**src/rtl/ssrsc_pkg.sv**
```systemverilog
package ssrsc_pkg;
   // ----------------------------------------------------------------
   // Clock and timing
   // ----------------------------------------------------------------
   localparam int CLK_PERIOD_NS   = 10;
   localparam int STROBE_NS       = 40;
   localparam int RECALL_MAX_NS   = 1000;
   localparam int DATA_SETUP_NS   = 15;
   localparam int RECOVERY_NS     = 35;
   localparam int RECALL_US       = 10;
   localparam int STORE_MS        = 5;
   localparam int AUTO_MS         = 3;
   localparam int STROBE_CYC      = (STROBE_NS + CLK_PERIOD_NS - 1) / CLK_PERIOD_NS;
   localparam int RECALL_MAX_CYC  = RECALL_MAX_NS / CLK_PERIOD_NS;
   localparam int SETUP_CYC       = (DATA_SETUP_NS + CLK_PERIOD_NS - 1) / CLK_PERIOD_NS;
   localparam int RECOVERY_CYC    = (RECOVERY_NS + CLK_PERIOD_NS - 1) / CLK_PERIOD_NS;
   localparam int RECALL_WAIT_CYC = RECALL_US * 1000 / CLK_PERIOD_NS;
   localparam int STORE_WAIT_CYC  = STORE_MS * 1000000 / CLK_PERIOD_NS;
   localparam int AUTO_WAIT_CYC   = AUTO_MS * 1000000 / CLK_PERIOD_NS;
   localparam int CNT_W           = 24;

   // ----------------------------------------------------------------
   // Command data values and widths
   // ----------------------------------------------------------------
   localparam logic [7:0] CMD_ARM    = 8'hCC;
   localparam logic [7:0] CMD_DISARM = 8'hCD;
   localparam logic [7:0] CMD_STORE  = 8'h33;
   localparam int ADDR_W = 11;
   localparam int DATA_W = 8;

   // ----------------------------------------------------------------
   // Types
   // ----------------------------------------------------------------
   typedef enum logic [2:0] {
      SSRSC_OP_READ, SSRSC_OP_WRITE, SSRSC_OP_RECALL,
      SSRSC_OP_ARM, SSRSC_OP_DISARM, SSRSC_OP_STORE
   } ssrsc_op_t;

   typedef struct packed {
      ssrsc_op_t          op;
      logic [ADDR_W-1:0]  addr;
      logic [DATA_W-1:0]  data;
   } ssrsc_req_t;

   typedef struct packed {
      logic chipEnableN;
      logic writeEnableN;
      logic outputEnableN;
      logic nonvolatileSelectN;
   } ssrsc_strobe_t;
endpackage : ssrsc_pkg

```
**src/rtl/ssrsc_host.sv**
```systemverilog
`timescale 1ns/1ps
`default_nettype none
// Behaviour
// - Arm command writes CC to command port.
// - Disarm command writes CD to command port.
// - Store command writes 33 to command port.
// - Recall strobes low 40 to 1000 ns.
// - Command strobes low at least 30 ns.
// - Data valid 15 ns before write end.
// - Commands use output enable high, never all.
module ssrsc_host #(
   parameter int STORE_CYC  = ssrsc_pkg::STORE_WAIT_CYC,
   parameter int AUTO_CYC   = ssrsc_pkg::AUTO_WAIT_CYC
) (
   input  wire logic                       core_clk,
   input  wire logic                       rstn,
   input  wire logic                       reqValid,
   input  wire ssrsc_pkg::ssrsc_req_t      reqData,
   output var  logic                       reqReady,
   output var  logic                       rspValid,
   output var  logic [ssrsc_pkg::DATA_W-1:0] rspData,
   input  wire logic                       powerfail_detect_level,
   output var  ssrsc_pkg::ssrsc_strobe_t   strobeN,
   output var  logic [ssrsc_pkg::ADDR_W-1:0] memAddr,
   output var  logic [ssrsc_pkg::DATA_W-1:0] memDataOut,
   output var  logic                       memDataOe,
   input  wire logic [ssrsc_pkg::DATA_W-1:0] memDataIn,
   output var  logic                       powerfail_save_arm_cmd,
   output var  logic                       saveBusy
);
   import ssrsc_pkg::*;

   // ----------------------------------------------------------------
   // Types and state
   // ----------------------------------------------------------------
   typedef enum {
      S_IDLE, S_SETUP, S_PULSE, S_RECOVER, S_WAIT
   } ssrsc_state_t;

   localparam ssrsc_strobe_t STB_IDLE = '{1'b1, 1'b1, 1'b1, 1'b1};

   ssrsc_state_t        state_reg;
   ssrsc_req_t          cur_reg;
   logic [CNT_W-1:0]    cnt_reg;
   logic [2:0]          pfSync_reg;
   logic                pfLevel_reg;

   // ----------------------------------------------------------------
   // Helper functions
   // ----------------------------------------------------------------
   function automatic logic isCmd(input ssrsc_op_t op);
      return (op == SSRSC_OP_ARM) || (op == SSRSC_OP_DISARM) || (op == SSRSC_OP_STORE);
   endfunction : isCmd

   function automatic logic [CNT_W-1:0] cyc(input int n);
      return CNT_W'(n - 1);
   endfunction : cyc

   // Byte put on the data pins: a fixed code for commands, else the write data.
   function automatic logic [DATA_W-1:0] outByte(input ssrsc_req_t r);
      logic [DATA_W-1:0] b;
      if (r.op == SSRSC_OP_ARM) begin
         b = CMD_ARM;
      end else if (r.op == SSRSC_OP_DISARM) begin
         b = CMD_DISARM;
      end else if (r.op == SSRSC_OP_STORE) begin
         b = CMD_STORE;
      end else begin
         b = r.data;
      end
      return b;
   endfunction : outByte

   // Strobes held low during the pulse; all four low at once never occurs.
   function automatic ssrsc_strobe_t stbFor(input ssrsc_op_t op);
      ssrsc_strobe_t s;
      case (op)
         SSRSC_OP_READ:   s = '{1'b0, 1'b1, 1'b0, 1'b1};
         SSRSC_OP_WRITE:  s = '{1'b0, 1'b0, 1'b1, 1'b1};
         SSRSC_OP_RECALL: s = '{1'b0, 1'b1, 1'b0, 1'b0};
         default:         s = '{1'b0, 1'b0, 1'b1, 1'b0};
      endcase
      return s;
   endfunction : stbFor

   // ----------------------------------------------------------------
   // Power-fail detect synchroniser
   // ----------------------------------------------------------------
   always_ff @(posedge core_clk or negedge rstn) begin
      if (!rstn) begin
         pfSync_reg  <= 3'h0;
         pfLevel_reg <= 1'b0;
      end else begin
         pfSync_reg <= {pfSync_reg[1:0], powerfail_detect_level};
         if (pfSync_reg[1] == pfSync_reg[2]) begin
            pfLevel_reg <= pfSync_reg[2];
         end
      end
   end

   // ----------------------------------------------------------------
   // Sequencer
   // ----------------------------------------------------------------
   // A high detect level while armed means the device is saving itself;
   // the host then holds everything off for the whole save.
   logic pfStart;
   assign pfStart = pfLevel_reg && powerfail_save_arm_cmd;

   always_ff @(posedge core_clk or negedge rstn) begin
      if (!rstn) begin
         state_reg  <= S_IDLE;
         cur_reg    <= '0;
         cnt_reg    <= '0;
         strobeN    <= STB_IDLE;
         memAddr    <= '0;
         memDataOut <= '0;
         memDataOe  <= 1'b0;
         reqReady   <= 1'b0;
         rspValid   <= 1'b0;
         rspData    <= '0;
         saveBusy   <= 1'b0;
      end else begin
         rspValid <= 1'b0;
         case (state_reg)
            S_IDLE: begin
               strobeN   <= STB_IDLE;
               memDataOe <= 1'b0;
               if (pfStart) begin
                  reqReady  <= 1'b0;
                  saveBusy  <= 1'b1;
                  cnt_reg   <= cyc(AUTO_CYC);
                  state_reg <= S_WAIT;
               end else if (reqValid && reqReady) begin
                  reqReady   <= 1'b0;
                  cur_reg    <= reqData;
                  memAddr    <= reqData.addr;
                  memDataOe  <= (reqData.op != SSRSC_OP_READ) && (reqData.op != SSRSC_OP_RECALL);
                  memDataOut <= outByte(reqData);
                  cnt_reg    <= cyc(SETUP_CYC);
                  state_reg  <= S_SETUP;
               end else begin
                  reqReady <= 1'b1;
               end
            end
            S_SETUP: begin
               // Data and address settle before any strobe falls.
               if (cnt_reg == '0) begin
                  cnt_reg   <= cyc(STROBE_CYC);
                  state_reg <= S_PULSE;
                  strobeN   <= stbFor(cur_reg.op);
               end else begin
                  cnt_reg <= cnt_reg - CNT_W'(1);
               end
            end
            S_PULSE: begin
               // The pulse is a fixed 40 ns, the shortest length the recall window allows.
               if (cnt_reg == '0) begin
                  strobeN   <= STB_IDLE;
                  rspData   <= memDataIn;
                  cnt_reg   <= cyc(RECOVERY_CYC);
                  state_reg <= S_RECOVER;
               end else begin
                  cnt_reg <= cnt_reg - CNT_W'(1);
               end
            end
            S_RECOVER: begin
               // Data stays driven through recovery to give hold time.
               if (cnt_reg == '0) begin
                  memDataOe <= 1'b0;
                  if (cur_reg.op == SSRSC_OP_RECALL) begin
                     cnt_reg   <= cyc(RECALL_WAIT_CYC);
                     state_reg <= S_WAIT;
                  end else if (cur_reg.op == SSRSC_OP_STORE) begin
                     saveBusy  <= 1'b1;
                     cnt_reg   <= cyc(STORE_CYC);
                     state_reg <= S_WAIT;
                  end else begin
                     rspValid  <= 1'b1;
                     state_reg <= S_IDLE;
                  end
               end else begin
                  cnt_reg <= cnt_reg - CNT_W'(1);
               end
            end
            S_WAIT: begin
               if (cnt_reg == '0) begin
                  saveBusy  <= 1'b0;
                  rspValid  <= 1'b1;
                  state_reg <= S_IDLE;
               end else begin
                  cnt_reg <= cnt_reg - CNT_W'(1);
               end
            end
            default: state_reg <= S_IDLE;
         endcase
      end
   end

   // ----------------------------------------------------------------
   // Mirror of the device arming latch
   // ----------------------------------------------------------------
   always_ff @(posedge core_clk or negedge rstn) begin
      if (!rstn) begin
         powerfail_save_arm_cmd <= 1'b0;
      end else if (state_reg == S_WAIT && saveBusy && pfStart) begin
         powerfail_save_arm_cmd <= 1'b1;
      end else if (state_reg == S_RECOVER && cnt_reg == '0 && isCmd(cur_reg.op)) begin
         if (cur_reg.op == SSRSC_OP_ARM) begin
            powerfail_save_arm_cmd <= 1'b1;
         end else if (cur_reg.op == SSRSC_OP_DISARM) begin
            powerfail_save_arm_cmd <= 1'b0;
         end
      end
   end
endmodule : ssrsc_host
`default_nettype wire

```
**config.mk**
```make
export PLATFORM = sky130hd
export DESIGN_NAME = ssrsc_host
export DESIGN_NICKNAME = d
export VERILOG_FILES = /design/src/rtl/ssrsc_pkg.sv /design/src/rtl/ssrsc_host.sv
export SDC_FILE = /design/constraint.sdc
export NUM_CORES = 1
export LEC_CHECK = 0
export BUFFER_PORTS_ARGS = -buffer_cell sky130_fd_sc_hd__buf_2
export CAP_MARGIN = 20
export CORE_MARGIN = 8
export CORE_UTILIZATION = 28
export DETAILED_ROUTE_END_ITERATION = 7
export GPL_TIMING_DRIVEN = 0
export SYNTH_ARGS = -nofsm -noshare
export SYNTH_HDL_FRONTEND = slang
export SYNTH_SLANG_ARGS = --single-unit
```
**constraint.sdc**
```tcl
create_clock -name core_clk -period 3.2 [get_ports core_clk]
set_input_delay 0.48 -clock core_clk [delete_from_list [all_inputs] [get_ports core_clk]]
set_output_delay 0.48 -clock core_clk [all_outputs]
set_load 0.02 [all_outputs]
```
* After elaboration in Yosys (flattened, before gate mapping)
Cells that the tools add are included.
** Storage, ports and cells
- Output and inout port bits :: 36
- Register bits :: 99
- Logic and storage cells :: 117
** Cells by class
- Muxes and demuxes :: 44
- Bitwise operators :: 1
- Add/subtract/negate cells :: 1
- Equal/unequal tests :: 26
- Reduce and logical (&&, ||, !) cells :: 28
** Operators by type and width (count)
- $mux 32 :: 6
- $mux 24 :: 7
- $pmux 32 s5 :: 1
- $pmux 24 s4 :: 1
- $eq 32x2->1 const B :: 2
- $eq 32x3->1 const B :: 2
- $eq 32x1->1 const B :: 1
- $eq 32x4->1 const B :: 1
- $logic_not 32->1 :: 1
- $logic_not 24->1 :: 1
- $mux 8 :: 3
- $sub 24x1->24 const B :: 1
- $mux 1 :: 17
- $ne 2x2->1 const B :: 8
- $eq 3x3->1 const B :: 4
- $pmux 4 s3 :: 1
- $reduce_bool 3->1 :: 4
- $eq 3x2->1 const B :: 3
- $pmux 3 s3 :: 1
- $mux 4 :: 2
- $logic_and 1x1->1 :: 7
- $mux 3 :: 2
- $reduce_and 2->1 :: 3
- $reduce_and 3->1 :: 2
- 16 further kinds :: 19

* Depth between registers and ports, before layout
- Depth in word-level cells :: 6
- Mapped depth :: 9
- Gate-level depth less buffers :: 7

* Worst setup path before layout
Ideal clock, no wire load.
- Path type :: register to register
- Start point :: register cnt_reg[0]
- End point :: register cnt_reg[2]
- Required time :: 3.074 ns
- Arrival time :: 2.287 ns
- Period minus slack after synthesis :: 2.413 ns
- Stages on the path, launching flop included :: 9
- Setup slack :: 0.787 ns
- Cell sequence :: dfrtp_1 inv_1 ha_1 or3b_2 or4_1 buf_2 o31ai_1 o21ai_0 a221o_1
** On the way
- Cells in the longest elaborated chain, start to end :: 3
- Elaborated cells on any way between the ends :: 9
- Those cells by class :: add/sub: 1; eq/ne: 2; mux: 4; reduce/logical: 2
** RTL lines
- start, declared :: line ssrsc_host.sv:44 : logic [CNT_W-1:0] cnt_reg;
- start signal, assigned :: line ssrsc_host.sv:131 : cnt_reg <= cyc(AUTO_CYC);
- start signal, assigned :: line ssrsc_host.sv:139 : cnt_reg <= cyc(SETUP_CYC);
- start signal, assigned :: line ssrsc_host.sv:148 : cnt_reg <= cyc(STROBE_CYC);
- $sub 24x1->24 or $logic_not 24->1 (tied branches)
- $mux 24, or another cell as far along :: line ssrsc_host.sv:186 : if (cnt_reg == '0) begin
- $pmux 24 s4 or $reduce_and 4->1 (tied branches)
Parallel ways exist; a longest one is shown, timed or not. The select of a mux whose other input is x is not followed.
A chain may end at the register's enable or synchronous reset.

* Worst setup path after layout
- Start point :: register cnt_reg[0]
- End point :: register cnt_reg[17]
Same word-level chain as after synthesis.

==> out/qor.csv <==
stage,metric,value,unit
worst_setup_path,path depth of the worst reg2reg path,8,
sta,Worst Hold Slack,0.141,ns
clocking,post-CTS sizing,0,
synthesis,#FFs+latches synth,70,
clocking,root buf cell,clkbuf_16,
synthesis,Gate Count Post-Synth,448,
drt,WL/cell,16.8,um
worst_setup_path,CP startpoint kind,register,
worst_setup_path,Crit Path Class,register to register,
final_layout,"Design Area, Final",4840,um2
pwr,Pwr per Cell Area,884,nW/um2
worst_setup_path,"Max stage delay cell, worst path",clkbuf_1,
worst_setup_path,R2R Setup Slk,0.28,ns
clocking,Clock Pin Slew Worst Setup and Hold Paths,0.06,ns
final_layout,layout cells sized above 1,0.220,
synthesis,post-synth cell types,58,
drt,initial drt markers,273,
final_layout,area of the multi-input gates,1990,um2
synthesis,"EDFF count, synth",0,
worst_setup_path,most frequent CP cell,a21oi_1,
global_route,vias in the first global route,3978,
run_status,status,completed,
synthesis,"Seq/Total Area, Yosys",0.448,
sta,Least-Margin Pin Slew,1.01,ns
synthesis,top_reg_cell synth,dfrtp_1,
worst_setup_path,Critical path origin,cnt_reg[0]$_DFFE_PN0P_,
floorplan,area of the core,13800,um2
synthesis,Area contributors post-synth,"dfrtp_1 (42%), nand2_1 (7.2%), a21oi_1 (4.3%), dfstp_2 (2.7%), mux2_2 (2.6%)",
floorplan,DIE WIDTH,134,um
drt,drt pass-1 iters,4,
placement,HPWL after DPL,8780,um
placement,port bufs,68,
sta,final setup fails,0,
worst_setup_path,r2r startpoint,cnt_reg[0]$_DFFE_PN0P_,
global_route,first-pass GRT wire length,19700,um
synthesis,mapped cell area,3930,um2
job,Max Cap Viol,0,
floorplan,full die area,18100,um2
worst_setup_path,"Req. time, crit path",3.41,ns
pwr,Peak VDD IR,0.420,mV
sta,crit path time final,2.92,ns
worst_setup_path,reg-to-reg endpoint,cnt_reg[17]$_DFFE_PN0P_,
global_route,antenna violations before repair,0,
clocking,setup bufs post-CTS,0,
sta,setup repair after global routing missed its margin,no,
final_layout,max reg flops,24,
sta,Slew Limit Fails,0,
synthesis,Synth top area share,0.421,
final_layout,Layout fillers,1486,
worst_setup_path,crit-path cells,"inv_1, ha_1, or3b_2, nor4_4, clkbuf_1, a21oi_1, a21oi_1, o22ai_1",
clocking,number of clock sinks,70,
clocking,CTS tree,yes,
synthesis,leading area contributor after synthesis,dfrtp_1,
global_route,Congestion Overflow GR,0,
sta,Final period util,0.911,
clocking,H-tree levels,3,
worst_setup_path,CP endpoint kind,register,
floorplan,Starting Density,0.285,
synthesis,warnings from Yosys,0,
clocking,clk_lat worst skew,0.34,ns
synthesis,syn nets,484,
sta,Max Clk Rate,343,MHz
final_layout,Area Growth Syn to Fin,23.2,%
drt,routed vias/inst,5.44,
floorplan,chip height,134,um
final_layout,register area,1760,um2
clocking,Hold Buf Count CTS,0,
sta,setup TNS,0,ns
worst_setup_path,CP max FO,10,
final_layout,# nets final,564,
drt,DRC viols,0,
final_layout,"commonest non-fill, non-tap cell in the layout",nand2_1,
floorplan,Cell Rows,43,
global_route,overall global routing resource usage,0.135,
placement,routability cong.,0.876,
worst_setup_path,Worst Setup EP,cnt_reg[17]$_DFFE_PN0P_,
sta,Fin. Hold Viols,0,
clocking,CTS Buf Count,9,
drt,remaining antenna violation count after routing,0,
final_layout,most frequent cells in the layout,"nand2_1 (75), buf_2 (73), dfrtp_1 (66)",
drt,routed wire length,12000,um
final_layout,n_diodes,0,
synthesis,Syn Area/Cell,8.76,um2
drt,via count,3880,
worst_hold_path,worst min path class,primary input to asynchronous set/reset pin,
sta,Slew Limit Headroom,0.325,
worst_setup_path,critical path arrival,3.13,ns
clocking,Max Buffers Root-to-Sink,2,
global_route,largest net degree at the start of global routing,71,
synthesis,Synth async-reset ratio,1.00,
placement,DP Area,4520,um2
sta,clk_skew,0.00528,ns
floorplan,Top-Level Pins,70,
worst_setup_path,Critical Path Max Stage Delay,0.53,ns
pwr,Lkg Pwr,0.00215,uW
power by group:
part	internal [uW]	switching, uW
combinational	639	1100
sequential	1210	263
clock	680	382
logic make-up (layout without fill, tap and decap cells):
logic type,count (synthesis),count (layout),synth area share
simple gates,194,194,0.251
fa+ha+maj,3,3,0.00892
mux,13,13,0.0360
buf+inv,45,130,0.0449
compound gates,120,120,0.205
xor+xnor,3,3,0.00670
flops,70,70,0.448
cell type report:
cell class,count,area share
buffer,30,0.0248
clock inverter,6,0.0179
clock buffer,10,0.0473
tap,180,0.0466
multi-input combinational,333,0.412
sequential,70,0.363
timing repair buffer,69,0.0766
inverter,15,0.0116
layer usage:
layer / track usage / up-vias / share of wire
met4: 0.0661 / 0 / 0.022
met5: 0 / - / 0
met2: 0.211 / 194 / 0.45
li1: - / 1796 / -
met1: 0.164 / 1865 / 0.43
met3: 0.0445 / 25 / 0.096
stage by stage:
| stage | setup WS (ns) | std cells | total power, uW | utilization |
|---|---|---|---|---|
| finish | 0.284 | 713 | 4280 | 0.351 |
| global route | 0.168 | 713 | 4540 | 0.351 |
| CTS | 0.348 | 713 | 4290 | 0.351 |
| detailed placement | 0.361 | 697 | 3200 | 0.328 |
| global placement | 0.349 | 696 | 3170 | 0.326 |
| floorplan | 0.787 | 448 | 2640 | - |
cells in the mapped netlist, drive strengths merged, types with 3 or more instances:
cell type and n:
nand3b 3, or4 4, o32ai 3, or3 16, o31ai 9, a31oi 5, o21a 4, a31o 4
nor2 27, nor2b 6, dfrtp 66, or2 4, clkbuf 22, nor3b 5, inv 15, mux2i 4
xnor2 3, nand3 14, o21ai 20, mux2 9, a22oi 4, a21oi 34, a21o 5, dfstp 4
o41ai 3, nand4 6, buf 8, nor3 18, o22ai 3, nor4 6, nand2 75, a2bb2oi 3
a211oi 6
critical path: cells and delay by family, from the launching register on:
family | cells | cell delay [ns]
AO/OA/AOI/OAI | 3 | 0.63
flip-flops | 1 | 0.43
buffers and inverters | 2 | 0.63
adder cells (fa/ha/maj) | 1 | 0.16
AND/OR/NAND/NOR | 2 | 0.94
worst min-delay path by stage:
| stage | end | start | slack, ns |
|---|---|---|---|
| 6_report | cnt_reg[20]$_DFFE_PN0P_ | rstn | 0.14 |
| 5_1_grt | cnt_reg[19]$_DFFE_PN0P_ | rstn | 0.18 |
| 4_1_cts | cnt_reg[20]$_DFFE_PN0P_ | rstn | 0.16 |
| 3_5_place_dp | pfSync_reg[1]$_DFF_PN0_ | pfSync_reg[0]$_DFF_PN0_ | 0.35 |
| 3_3_place_gp | pfSync_reg[1]$_DFF_PN0_ | pfSync_reg[0]$_DFF_PN0_ | 0.33 |
| 2_1_floorplan | cnt_reg[0]$_DFFE_PN0P_ | rstn | 0.18 |
No activity file was read; power rests on OpenSTA's default activity.
